### src/cbd_pkg.sv
// Package of constants for the conditional branch decoder
package cbd_pkg;
  localparam int PC_WIDTH = 21;
  localparam int OPCODE_WIDTH = 16;
  localparam logic [7:0] OP_HI_BRANCH_ON_NEGATIVE = 8'he6;
  localparam logic [7:0] OP_HI_BRANCH_ON_CARRY_CLEAR = 8'he3;
  localparam logic [7:0] OP_HI_BRANCH_ON_NEGATIVE_CLEAR = 8'he7;
  localparam logic [7:0] OP_HI_BRANCH_ON_OVERFLOW_CLEAR = 8'he5;
  localparam logic [7:0] OP_HI_BRANCH_ON_ZERO_CLEAR = 8'he1;
  localparam int OP_HI_MSB = 15;
  localparam int OP_HI_LSB = 8;
  localparam int OFFSET_MSB = 7;
  localparam int OFFSET_WIDTH = 8;
  localparam int PHASE_COUNT = 4;
  localparam logic [1:0] PHASE_DECODE = 2'h0;
  localparam logic [1:0] PHASE_READ = 2'h1;
  localparam logic [1:0] PHASE_PROCESS = 2'h2;
  localparam logic [1:0] PHASE_WRITE = 2'h3;
  typedef enum logic [2:0] {
    CBD_NONE,
    CBD_NEG,
    CBD_CARRY_CLR,
    CBD_NEG_CLR,
    CBD_OVF_CLR,
    CBD_ZERO_CLR
  } cbd_kind_e;
  typedef enum logic [1:0] {
    CBD_ST_EXEC,
    CBD_ST_BUBBLE
  } cbd_state_e;
endpackage

### src/cbd_branch_decode.sv
// Conditional branch decode and execute unit
`timescale 1ns/1ps

// Overview of operation
// - Upper byte 0xe6 is branch on negative; taken when negative flag is one.
// - Upper byte 0xe3 decodes as branch on carry clear.
// - Carry clear branch taken only when carry is zero, else falls through.
// - Upper byte 0xe7 decodes as branch on negative clear.
// - Negative clear branch taken only when negative flag is zero.
// - Upper byte 0xe5 decodes as branch on overflow clear.
// - Overflow clear branch taken only when overflow flag is zero.
// - Upper byte 0xe1 is branch on zero clear; taken when zero flag is zero.
// - Offset is signed two's complement, minus 128 to plus 127.
// - Taken branch doubles the offset into a byte displacement.
// - Target is incremented PC plus doubled offset.
// - One word; one cycle not taken, two cycles taken.
// - Taken branch spends second cycle as bubble, discarding fetched word.
// - Phases decode, read, process, write PC; fourth idle when not taken.
module cbd_branch_decode
  import cbd_pkg::*;
#(
  parameter int PcWidth = PC_WIDTH
)(
  input wire logic clk,
  input wire logic sys_rst,
  input wire logic instrValid,
  input wire logic [OPCODE_WIDTH-1:0] instrWord,
  input wire logic [PcWidth-1:0] pcInc,
  input wire logic flagNegative,
  input wire logic flagCarry,
  input wire logic flagOverflow,
  input wire logic flagZero,
  output logic isBranch,
  output logic pcWriteEn,
  output logic [PcWidth-1:0] pcWriteValue,
  output logic flushFetch,
  output logic bubble,
  output logic busy,
  output logic instrDone,
  output logic flagWriteEn,
  output logic [1:0] phase
);
  logic [1:0] phase_q;
  cbd_state_e state_q;
  cbd_kind_e kind_q;
  logic [OFFSET_WIDTH-1:0] offset_q;
  logic taken_q;
  logic [PcWidth-1:0] target;
  logic [PcWidth-1:0] target_q;
  cbd_kind_e kindDec;
  logic condMet;
  logic isBranch_q;
  logic pcWriteEn_q;
  logic [PcWidth-1:0] pcWriteValue_q;
  logic flushFetch_q;
  logic bubble_q;
  logic instrDone_q;
  logic flagWriteEn_q;

  // Opcode recognition on the upper byte
  always_comb
  begin
    case (instrWord[OP_HI_MSB:OP_HI_LSB])
      OP_HI_BRANCH_ON_NEGATIVE: kindDec = CBD_NEG;
      OP_HI_BRANCH_ON_CARRY_CLEAR: kindDec = CBD_CARRY_CLR;
      OP_HI_BRANCH_ON_NEGATIVE_CLEAR: kindDec = CBD_NEG_CLR;
      OP_HI_BRANCH_ON_OVERFLOW_CLEAR: kindDec = CBD_OVF_CLR;
      OP_HI_BRANCH_ON_ZERO_CLEAR: kindDec = CBD_ZERO_CLR;
      default: kindDec = CBD_NONE;
    endcase
  end

  // Flag test for the latched branch kind
  always_comb
  begin
    case (kind_q)
      CBD_NEG: condMet = flagNegative;
      CBD_CARRY_CLR: condMet = ~flagCarry;
      CBD_NEG_CLR: condMet = ~flagNegative;
      CBD_OVF_CLR: condMet = ~flagOverflow;
      CBD_ZERO_CLR: condMet = ~flagZero;
      default: condMet = 1'b0;
    endcase
  end

  // Target adder
  cbd_target_calc #(
    .PcWidth(PcWidth)
  ) u_target (
    .pcInc(pcInc),
    .offset(offset_q),
    .target(target)
  );

  // Phase counter, free running across four phases per cycle
  always_ff @(posedge clk)
  begin
    if (sys_rst)
      phase_q <= PHASE_DECODE;
    else
      phase_q <= phase_q + 2'h1;
  end

  // Decode and latch literal together in the first phase
  always_ff @(posedge clk)
  begin
    if (sys_rst)
    begin
      kind_q <= CBD_NONE;
      offset_q <= '0;
    end
    else if (state_q == CBD_ST_EXEC && phase_q == PHASE_DECODE)
    begin
      kind_q <= instrValid ? kindDec : CBD_NONE;
      offset_q <= instrWord[OFFSET_MSB:0];
    end
  end

  // Process phase evaluates condition and captures target
  always_ff @(posedge clk)
  begin
    if (sys_rst)
    begin
      taken_q <= 1'b0;
      target_q <= '0;
    end
    else if (state_q == CBD_ST_EXEC && phase_q == PHASE_PROCESS)
    begin
      taken_q <= condMet;
      target_q <= target;
    end
  end

  // Sequencer: taken branch adds one bubble cycle
  always_ff @(posedge clk)
  begin
    if (sys_rst)
      state_q <= CBD_ST_EXEC;
    else if (phase_q == PHASE_WRITE)
    begin
      case (state_q)
        CBD_ST_EXEC:
          if (kind_q != CBD_NONE && taken_q)
            state_q <= CBD_ST_BUBBLE;
        CBD_ST_BUBBLE: state_q <= CBD_ST_EXEC;
        default: state_q <= CBD_ST_EXEC;
      endcase
    end
  end

  // Output strobes, registered
  always_ff @(posedge clk)
  begin
    if (sys_rst)
    begin
      isBranch_q <= 1'b0;
      pcWriteEn_q <= 1'b0;
      pcWriteValue_q <= '0;
      flushFetch_q <= 1'b0;
      bubble_q <= 1'b0;
      instrDone_q <= 1'b0;
    end
    else
    begin
      isBranch_q <= state_q == CBD_ST_EXEC && phase_q != PHASE_DECODE && kind_q != CBD_NONE;
      // PC written only in fourth phase of a taken branch
      pcWriteEn_q <= state_q == CBD_ST_EXEC && phase_q == PHASE_WRITE
        && kind_q != CBD_NONE && taken_q;
      flushFetch_q <= state_q == CBD_ST_EXEC && phase_q == PHASE_WRITE
        && kind_q != CBD_NONE && taken_q;
      if (state_q == CBD_ST_EXEC && phase_q == PHASE_WRITE)
        pcWriteValue_q <= target_q;
      bubble_q <= (state_q == CBD_ST_BUBBLE);
      // Branch finishes at end of cycle one, or end of bubble
      instrDone_q <= phase_q == PHASE_WRITE && kind_q != CBD_NONE
        && ((state_q == CBD_ST_EXEC && !taken_q) || state_q == CBD_ST_BUBBLE);
    end
  end

  assign isBranch = isBranch_q;
  assign pcWriteEn = pcWriteEn_q;
  assign pcWriteValue = pcWriteValue_q;
  assign flushFetch = flushFetch_q;
  assign bubble = bubble_q;
  assign busy = bubble_q;
  assign instrDone = instrDone_q;
  // Flag write strobe held low from a flop so the port is registered
  always_ff @(posedge clk)
  begin
    flagWriteEn_q <= 1'b0;
  end

  assign flagWriteEn = flagWriteEn_q;
  assign phase = phase_q;
endmodule // cbd_branch_decode

### src/cbd_target_calc.sv
// Branch target adder for the conditional branch decoder
`timescale 1ns/1ps
module cbd_target_calc
  import cbd_pkg::*;
#(
  parameter int PcWidth = PC_WIDTH
)(
  input wire logic [PcWidth-1:0] pcInc,
  input wire logic [OFFSET_WIDTH-1:0] offset,
  output logic [PcWidth-1:0] target
);
  logic [PcWidth-1:0] disp;

  // Sign extend and double the offset, then add with wrap
  always_comb
  begin
    disp = {{(PcWidth-OFFSET_WIDTH){offset[OFFSET_MSB]}}, offset};
    disp = disp << 1;
    target = pcInc + disp;
  end
endmodule // cbd_target_calc

### config.mk
export PLATFORM = sky130hd
export DESIGN_NAME = cbd_branch_decode
export DESIGN_NICKNAME = d
export VERILOG_FILES = /design/src/cbd_pkg.sv /design/src/cbd_branch_decode.sv /design/src/cbd_target_calc.sv
export SDC_FILE = /design/constraint.sdc
export NUM_CORES = 1
export LEC_CHECK = 0
export BUFFER_PORTS_ARGS = -buffer_cell sky130_fd_sc_hd__buf_2
export CELL_PAD_IN_SITES_DETAIL_PLACEMENT = 1
export CELL_PAD_IN_SITES_GLOBAL_PLACEMENT = 2
export CORE_UTILIZATION = 30
export DETAILED_ROUTE_END_ITERATION = 6
export GPL_TIMING_DRIVEN = 0
export MAX_ROUTING_LAYER = met4
export PLACE_DENSITY = 0.84
export SKIP_CTS_REPAIR_TIMING = 1
export SLEW_MARGIN = 25
export SYNTH_ARGS = -nofsm -noshare
export SYNTH_HDL_FRONTEND = slang
export SYNTH_SLANG_ARGS = --single-unit
### constraint.sdc
create_clock -name clk -period 2.6 [get_ports clk]
set_input_delay 0.13 -clock clk [delete_from_list [all_inputs] [get_ports clk]]
set_output_delay 0.13 -clock clk [all_outputs]
set_load 0.03 [all_outputs]
==> summary.txt, run 1 <==
Status
  • Status: completed

Yosys
  • #FFs+latches synth: 61
  • Syn Nets: 459
  • Netlist Area Pre-Place: 3110 um^2
  • Post-Syn Instances: 392
  • Synth warn: 0
  • Syn Area/Cell: 7.93 um^2
  • Asr flop ratio synth: 0
  • Distinct cells, synth: 44
  • Post-synthesis sequential area ratio: 0.393
  • Most used DFF post-synth: dfxtp_1
  • Post-synth EDFFs: 0

Power
  • Pwr/cell area: 621 nW/um^2
  • Peak VDD IR: 0.191 mV
  • Standby leakage power: 1.61 nW
  • Pwr Total: 2.40 mW

Worst setup path
  • CP Max Fanout: 5
  • Data required, critical path: 2.84 ns
  • Crit end category: register
  • WP data arrival: 2.72 ns
  • Worst Path Class, Setup: reg2reg
  • Startpoint Class: register

CTS
  • Worst-path clk slew: 0.07 ns
  • Clock Latency Late Sink: 0.34 ns
  • H-tree level count: 3
  • Clock Sinks: 61
  • CTS buffer count: 9
  • CTS tree: done
  • Root buffer cell: clkbuf_8
  • Maximum clock insertion buffer count: 2

Global route
  • Global-route usage over all layers: 0.172
  • Met2 Use GR: 0.271
  • Initial antenna violation count: 0
  • First-pass GRT wire length: 14500 um
  • Largest net degree at the start of global routing: 15
  • Number of global-route vias before repair: 2986
  • Overflow after GRT: 0
  • Grt met1 use: 0.223
  • GR Util met3: 0.0334
  • Top Usage Layer GRT: met2

Finish
  • Fin cells: 612
  • Area grow syn2layout: 24.2%
  • Diode count: 0
  • Layout cell share with drive strength beyond 1: 0.207
  • Core Util, Final: 0.390
  • Most common cell after layout, fill and taps aside: nand2_1
  • Most frequent cells in the layout: nand2_1, buf_2, a21oi_1
  • Final net count: 541
  • Fillers: 1249

Floorplan
  • Row count: 36
  • Boundary Pins: 74
  • Initial Utilization: 0.314
  • Core ar.: 9910 um^2
  • Die area: 10800 um^2
  • Die W: 104 um
  • Height of the die: 104 um

Drt
  • Routed WL: 8590 um
  • Vias per Instance: 4.77
  • Routed length per placed instance: 14.0 um
  • Post-route ant nets: 0
  • 1st-iter DRT viols: 103
  • DRC: 0
  • Via count: 2917
  • Pre-antenna DRT Iters: 4

STA
  • Pins Over Slew Limit: 0
  • Rel. slew slack: 0.597
  • Hold Slack: 0.0196 ns
  • Worst-margin pin slew: 0.604 ns
  • RSZ-0062 raised after global routing: false
  • Maximum operating frequency: 0.403 GHz
  • Final setup viols: 0
  • Final worst path period need: 2.48 ns
  • Period Utilization, post-route: 0.953
  • Fin. Hold Viols: 0
  • Setup tns final: 0 ns
  • Final Skew: 0.00774 ns

Run
  • # Max-Cap Violations: 0

Placed design
  • Placed insts: 596
  • DP Wirelength: 6720 um
  • GP Congestion: 0.801
  • Number of buffers added on ports: 71

Min path
  • Hold crit path type: in2reg
-- flip-flops by register name, indices dropped and copies added, names as in the netlist --
register,count
bubble,1
offset_q,8
pcWriteValue,21
phase,2
flushFetch,1
taken_q,1
isBranch,1
target_q,21
kind_q,3
state_q,1
instrDone,1
-- final cells by class --
type | instances | area [um^2] | area share
Multi-Input combinational cell | 301 | 1770 | 0.459
Sequential cell | 61 | 1220 | 0.316
Timing Repair Buffer | 71 | 355 | 0.0920
Buffer | 23 | 97.6 | 0.0253
Clock buffer | 9 | 124 | 0.0321
Clock inverter | 7 | 97.6 | 0.0253
Tap cell | 133 | 166 | 0.0431
Inverter | 7 | 26.3 | 0.00680
-- per-layer routing --
layer,wire [um],part of all wire
met3,284,0.033
met2,3840,0.45
met1,4350,0.51
met5,0,0
met4,119,0.014
-- stage by stage --
stage               area, um^2  setup slack [ns]
finish                    3860             0.122
global route              3860           0.00237
CTS                       3850            -0.207
detailed placement        3630            -0.171
global placement          3630            -0.102
floorplan                 3110             0.383
-- cells in the mapped netlist, drive strengths merged, types with 2 or more instances --
library cell | number | area (um^2)
o21ai | 10 | 50.1
buf | 6 | 33.8
nor2b | 5 | 31.3
a31oi | 5 | 37.5
a21oi | 62 | 314
o41ai | 2 | 17.5
dfxtp | 61 | 1220
nand3 | 8 | 40.0
o211ai | 2 | 15.0
xnor2 | 10 | 87.6
inv | 7 | 26.3
nor3 | 6 | 30.0
or3 | 3 | 18.8
a21o | 5 | 37.5
and3 | 2 | 13.8
nand4 | 6 | 37.5
nand2 | 97 | 364
a211oi | 2 | 15.0
nor4b | 5 | 43.8
nor2 | 20 | 75.1
ha | 22 | 275
a221oi | 2 | 23.8
nand2b | 5 | 31.3
nor3b | 2 | 15.0
clkbuf | 17 | 63.8
xor2 | 4 | 35.0
or4 | 2 | 15.0
a22o | 2 | 17.5
nor4 | 2 | 12.5
-- cell families after synthesis --
family,count (synthesis),share of synthesized area
and+or+nand+nor,165,0.239
AOI/OAI and AO/OA,98,0.193
DFF,61,0.393
buffers and inverters,30,0.0398
adders and majority gates,23,0.0949
xor gates and xnor gates,14,0.0394
other,1,0.00121
-- worst paths after layout --
| path | from | end | slack (ns) | cells past startpoint |
|---|---|---|---|---|
| worst min register to register | target_q[0]$_SDFFE_PP0P_ | pcWriteValue[0]$_SDFFE_PP0P_ | 0.45 | 2 |
| worst max register to register | offset_q[0]$_SDFFE_PP0P_ | target_q[19]$_SDFFE_PP0P_ | 0.12 | 9 |
| worst max-delay path | offset_q[0]$_SDFFE_PP0P_ | target_q[19]$_SDFFE_PP0P_ | 0.12 | 9 |
| worst min-delay path | instrWord[4] | offset_q[4]$_SDFFE_PP0P_ | 0.02 | 3 |
-- power breakdown --
part,internal (mW),switching [mW]
registers,0.975,0.0309
clock network,0.542,0.406
logic,0.170,0.272
total,1.69,0.709
-- critical path: stages (launching register included) --
cell and delay [ns]:
dfxtp_1 0.33, ha_1 0.21, fa_1 0.42, a21o_1 0.20, a221oi_2 0.39, o311a_4 0.26, o311ai_2 0.13, a21oi_2 0.17
xnor2_1 0.07, a22o_1 0.19
No activity file was read; power rests on OpenSTA's default activity.
==> run 2: changes to the inputs <==
Settings changed: SETUP_SLACK_MARGIN set to 0.3.
==> run 2 against run 1 <==
Compared with the run above:
- combinational power is 7.5% higher
- worst setup slack better by 0.11 ns
- final cell count is 0.65% higher
- clock skew hardly changed
- largest cell class unchanged
==> summary.txt, run 2 (synthesis gave the netlist of run 1 again) <==
STA
  • Worst-margin pin slew: 0.607 ns (+0.00264 ns)
  • Final Skew: 0.00740 ns (-0.000347 ns)
  • Maximum operating frequency: 0.422 GHz (+4.6%)
  • RSZ-0062 raised after global routing: true
  • Final worst path period need: 2.37 ns (-0.108 ns)
  • Period Utilization, post-route: 0.912 (-0.0415)
  • Final setup viols: 0 (unchanged)
  • Fin. Hold Viols: 0 (unchanged)
  • Rel. slew slack: 0.596 (-0.00176)
  • Pins Over Slew Limit: 0 (unchanged)

Global route
  • Number of global-route vias before repair: 2986 (unchanged)
  • Initial antenna violation count: 0 (unchanged)
  • First-pass GRT wire length: 14500 um (unchanged)
  • Overflow after GRT: 0 (unchanged)
  • Largest net degree at the start of global routing: 15 (unchanged)
  • Global-route usage over all layers: 0.172 (unchanged)

Power
  • Clock power share: 0.390 (-0.006)
  • Comb power frac: 0.195 (+0.011)
  • Internal cell power: 1.71 mW (+1.2%)
  • Sw Share: 0.297 (+0.00131)
  • Peak VDD IR: 0.192 mV (+0.58%)
  • Switching power: 0.722 mW (+1.8%)
  • Standby leakage power: 1.65 nW (+2.7%)
  • Pwr/cell area: 614 nW/um^2 (-1.1%)
  • Reg power frac: 0.414 (-0.006)

Finish
  • Layout cell share with drive strength beyond 1: 0.228 (+0.0211)
  • Most common cell after layout, fill and taps aside: nand2_1
  • Diode count: 0 (unchanged)
  • Fin cells: 616 (+0.65%)
  • Area grow syn2layout: 27.3%
  • Final net count: 545 (+0.74%)
  • Most frequent cells in the layout: nand2_1, buf_2, a21oi_1
  • Core Util, Final: 0.400 (+0.00985)

Drt
  • Routed length per placed instance: 14.2 um (+0.78%)
  • Routed WL: 8720 um (+1.4%)
  • Vias per Instance: 4.77 (about the same)
  • Via count: 2936 (+0.65%)
  • DRC: 0 (unchanged)
  • 1st-iter DRT viols: 83 (-19%)
  • Post-route ant nets: 0 (unchanged)
  • Pre-antenna DRT Iters: 4 (unchanged)

Worst setup path
  • Crit end category: register
  • Startpoint Class: register
  • Worst Path Class, Setup: reg2reg
  • WP data arrival: 2.61 ns (-0.11 ns)
  • CP Max Fanout: 5 (unchanged)
  • Data required, critical path: 2.84 ns (about the same)

CTS
  • CTS buffer count: 9 (unchanged)
  • Clock Sinks: 61 (unchanged)
  • Root buffer cell: clkbuf_8
  • CTS tree: done
  • Worst-path clk slew: 0.07 ns (about the same)
  • Clock Latency Late Sink: 0.34 ns (about the same)
  • H-tree level count: 3 (unchanged)
  • Maximum clock insertion buffer count: 2 (unchanged)

Floorplan
  • Core ar.: 9910 um^2 (unchanged)
  • Die area: 10800 um^2 (unchanged)
  • Height of the die: 104 um (unchanged)
  • Row count: 36 (unchanged)
  • Boundary Pins: 74 (unchanged)
  • Initial Utilization: 0.314 (unchanged)
  • Die W: 104 um (unchanged)

Placed design
  • Number of buffers added on ports: 71 (unchanged)
  • Placed insts: 596 (unchanged)
  • GP Congestion: 0.801 (unchanged)
  • DP Wirelength: 6720 um (unchanged)

Run
  • # Max-Cap Violations: 0 (unchanged)

Status
  • Status: completed

Min path
  • Hold crit path type: in2reg
## run 2: cell count changes in the layout (fill, tap and decap cells not counted), moves of 2 or more
| cell | previous run | this run |
|---|---|---|
| xnor2_2 | 0 | 2 |
| o21ai_0 | 10 | 8 |
| o21ai_1 | 0 | 2 |
| xnor2_1 | 10 | 8 |
| clkbuf_2 | 0 | 2 |
| buf_4 | 3 | 7 |
## run 2: final cells by class
cell class	count	area [um^2]
well taps	133	166
fillers	1243	5950
plain buffers	23	100
flip-flops and latches	61	1230
clock buffers	9	124
inverters	7	26.3
multi-input cells	301	1830
repair buffers	75	385
clock inverters	7	97.6
## run 2: critical path: stages (launching register included)
cell and delay (ns):
dfxtp_2 0.34, ha_4 0.17, fa_2 0.39, a21o_1 0.23, a221oi_4 0.33, o311a_4 0.27
o311ai_2 0.12, a21oi_2 0.16, xnor2_1 0.07, a22o_1 0.19
## run 2: power groups by stage
| stage | sequential (mW) | combinational (mW) | clock, mW |
|---|---|---|---|
| 2_1_floorplan | 1.03 | 0.296 | 0 |
| 3_5_place_dp | 1.03 | 0.440 | 0 |
| 5_1_grt | 1.01 | 0.534 | 1.01 |
| 6_report | 1.01 | 0.475 | 0.948 |
| 4_1_cts | 1.01 | 0.442 | 0.977 |
| 3_3_place_gp | 1.03 | 0.429 | 0 |
## run 2: worst paths after layout
check	from	end	cells past startpoint	slack, ns
max	offset_q[0]$_SDFFE_PP0P_	target_q[19]$_SDFFE_PP0P_	9	0.23
min	instrWord[0]	offset_q[0]$_SDFFE_PP0P_	3	0.01
max reg2reg	offset_q[0]$_SDFFE_PP0P_	target_q[19]$_SDFFE_PP0P_	9	0.23
min reg2reg	target_q[0]$_SDFFE_PP0P_	pcWriteValue[0]$_SDFFE_PP0P_	2	0.45
## run 2: stage by stage
stage	power (mW)	setup slack [ns]	hold slack, ns	cell area, um^2	TNS, ns
final	2.43	0.230	0.0128	3960	0
after global routing	2.56	0.146	0.0240	3960	0
after CTS	2.43	-0.207	0.00211	3850	-0.343
after detailed placement	1.47	-0.171	0.377	3630	-0.281
after global placement	1.46	-0.102	0.371	3630	-0.129
after floorplan	1.32	0.383	0.266	3110	0
## run 2: layer usage
metal  up-vias  track usage  part of all wire
met1      1332        0.223              0.50
met4         0       0.0531             0.014
li1       1538            -                 -
met5         -            -                 0
met3         9       0.0334             0.032
met2        57        0.271              0.45
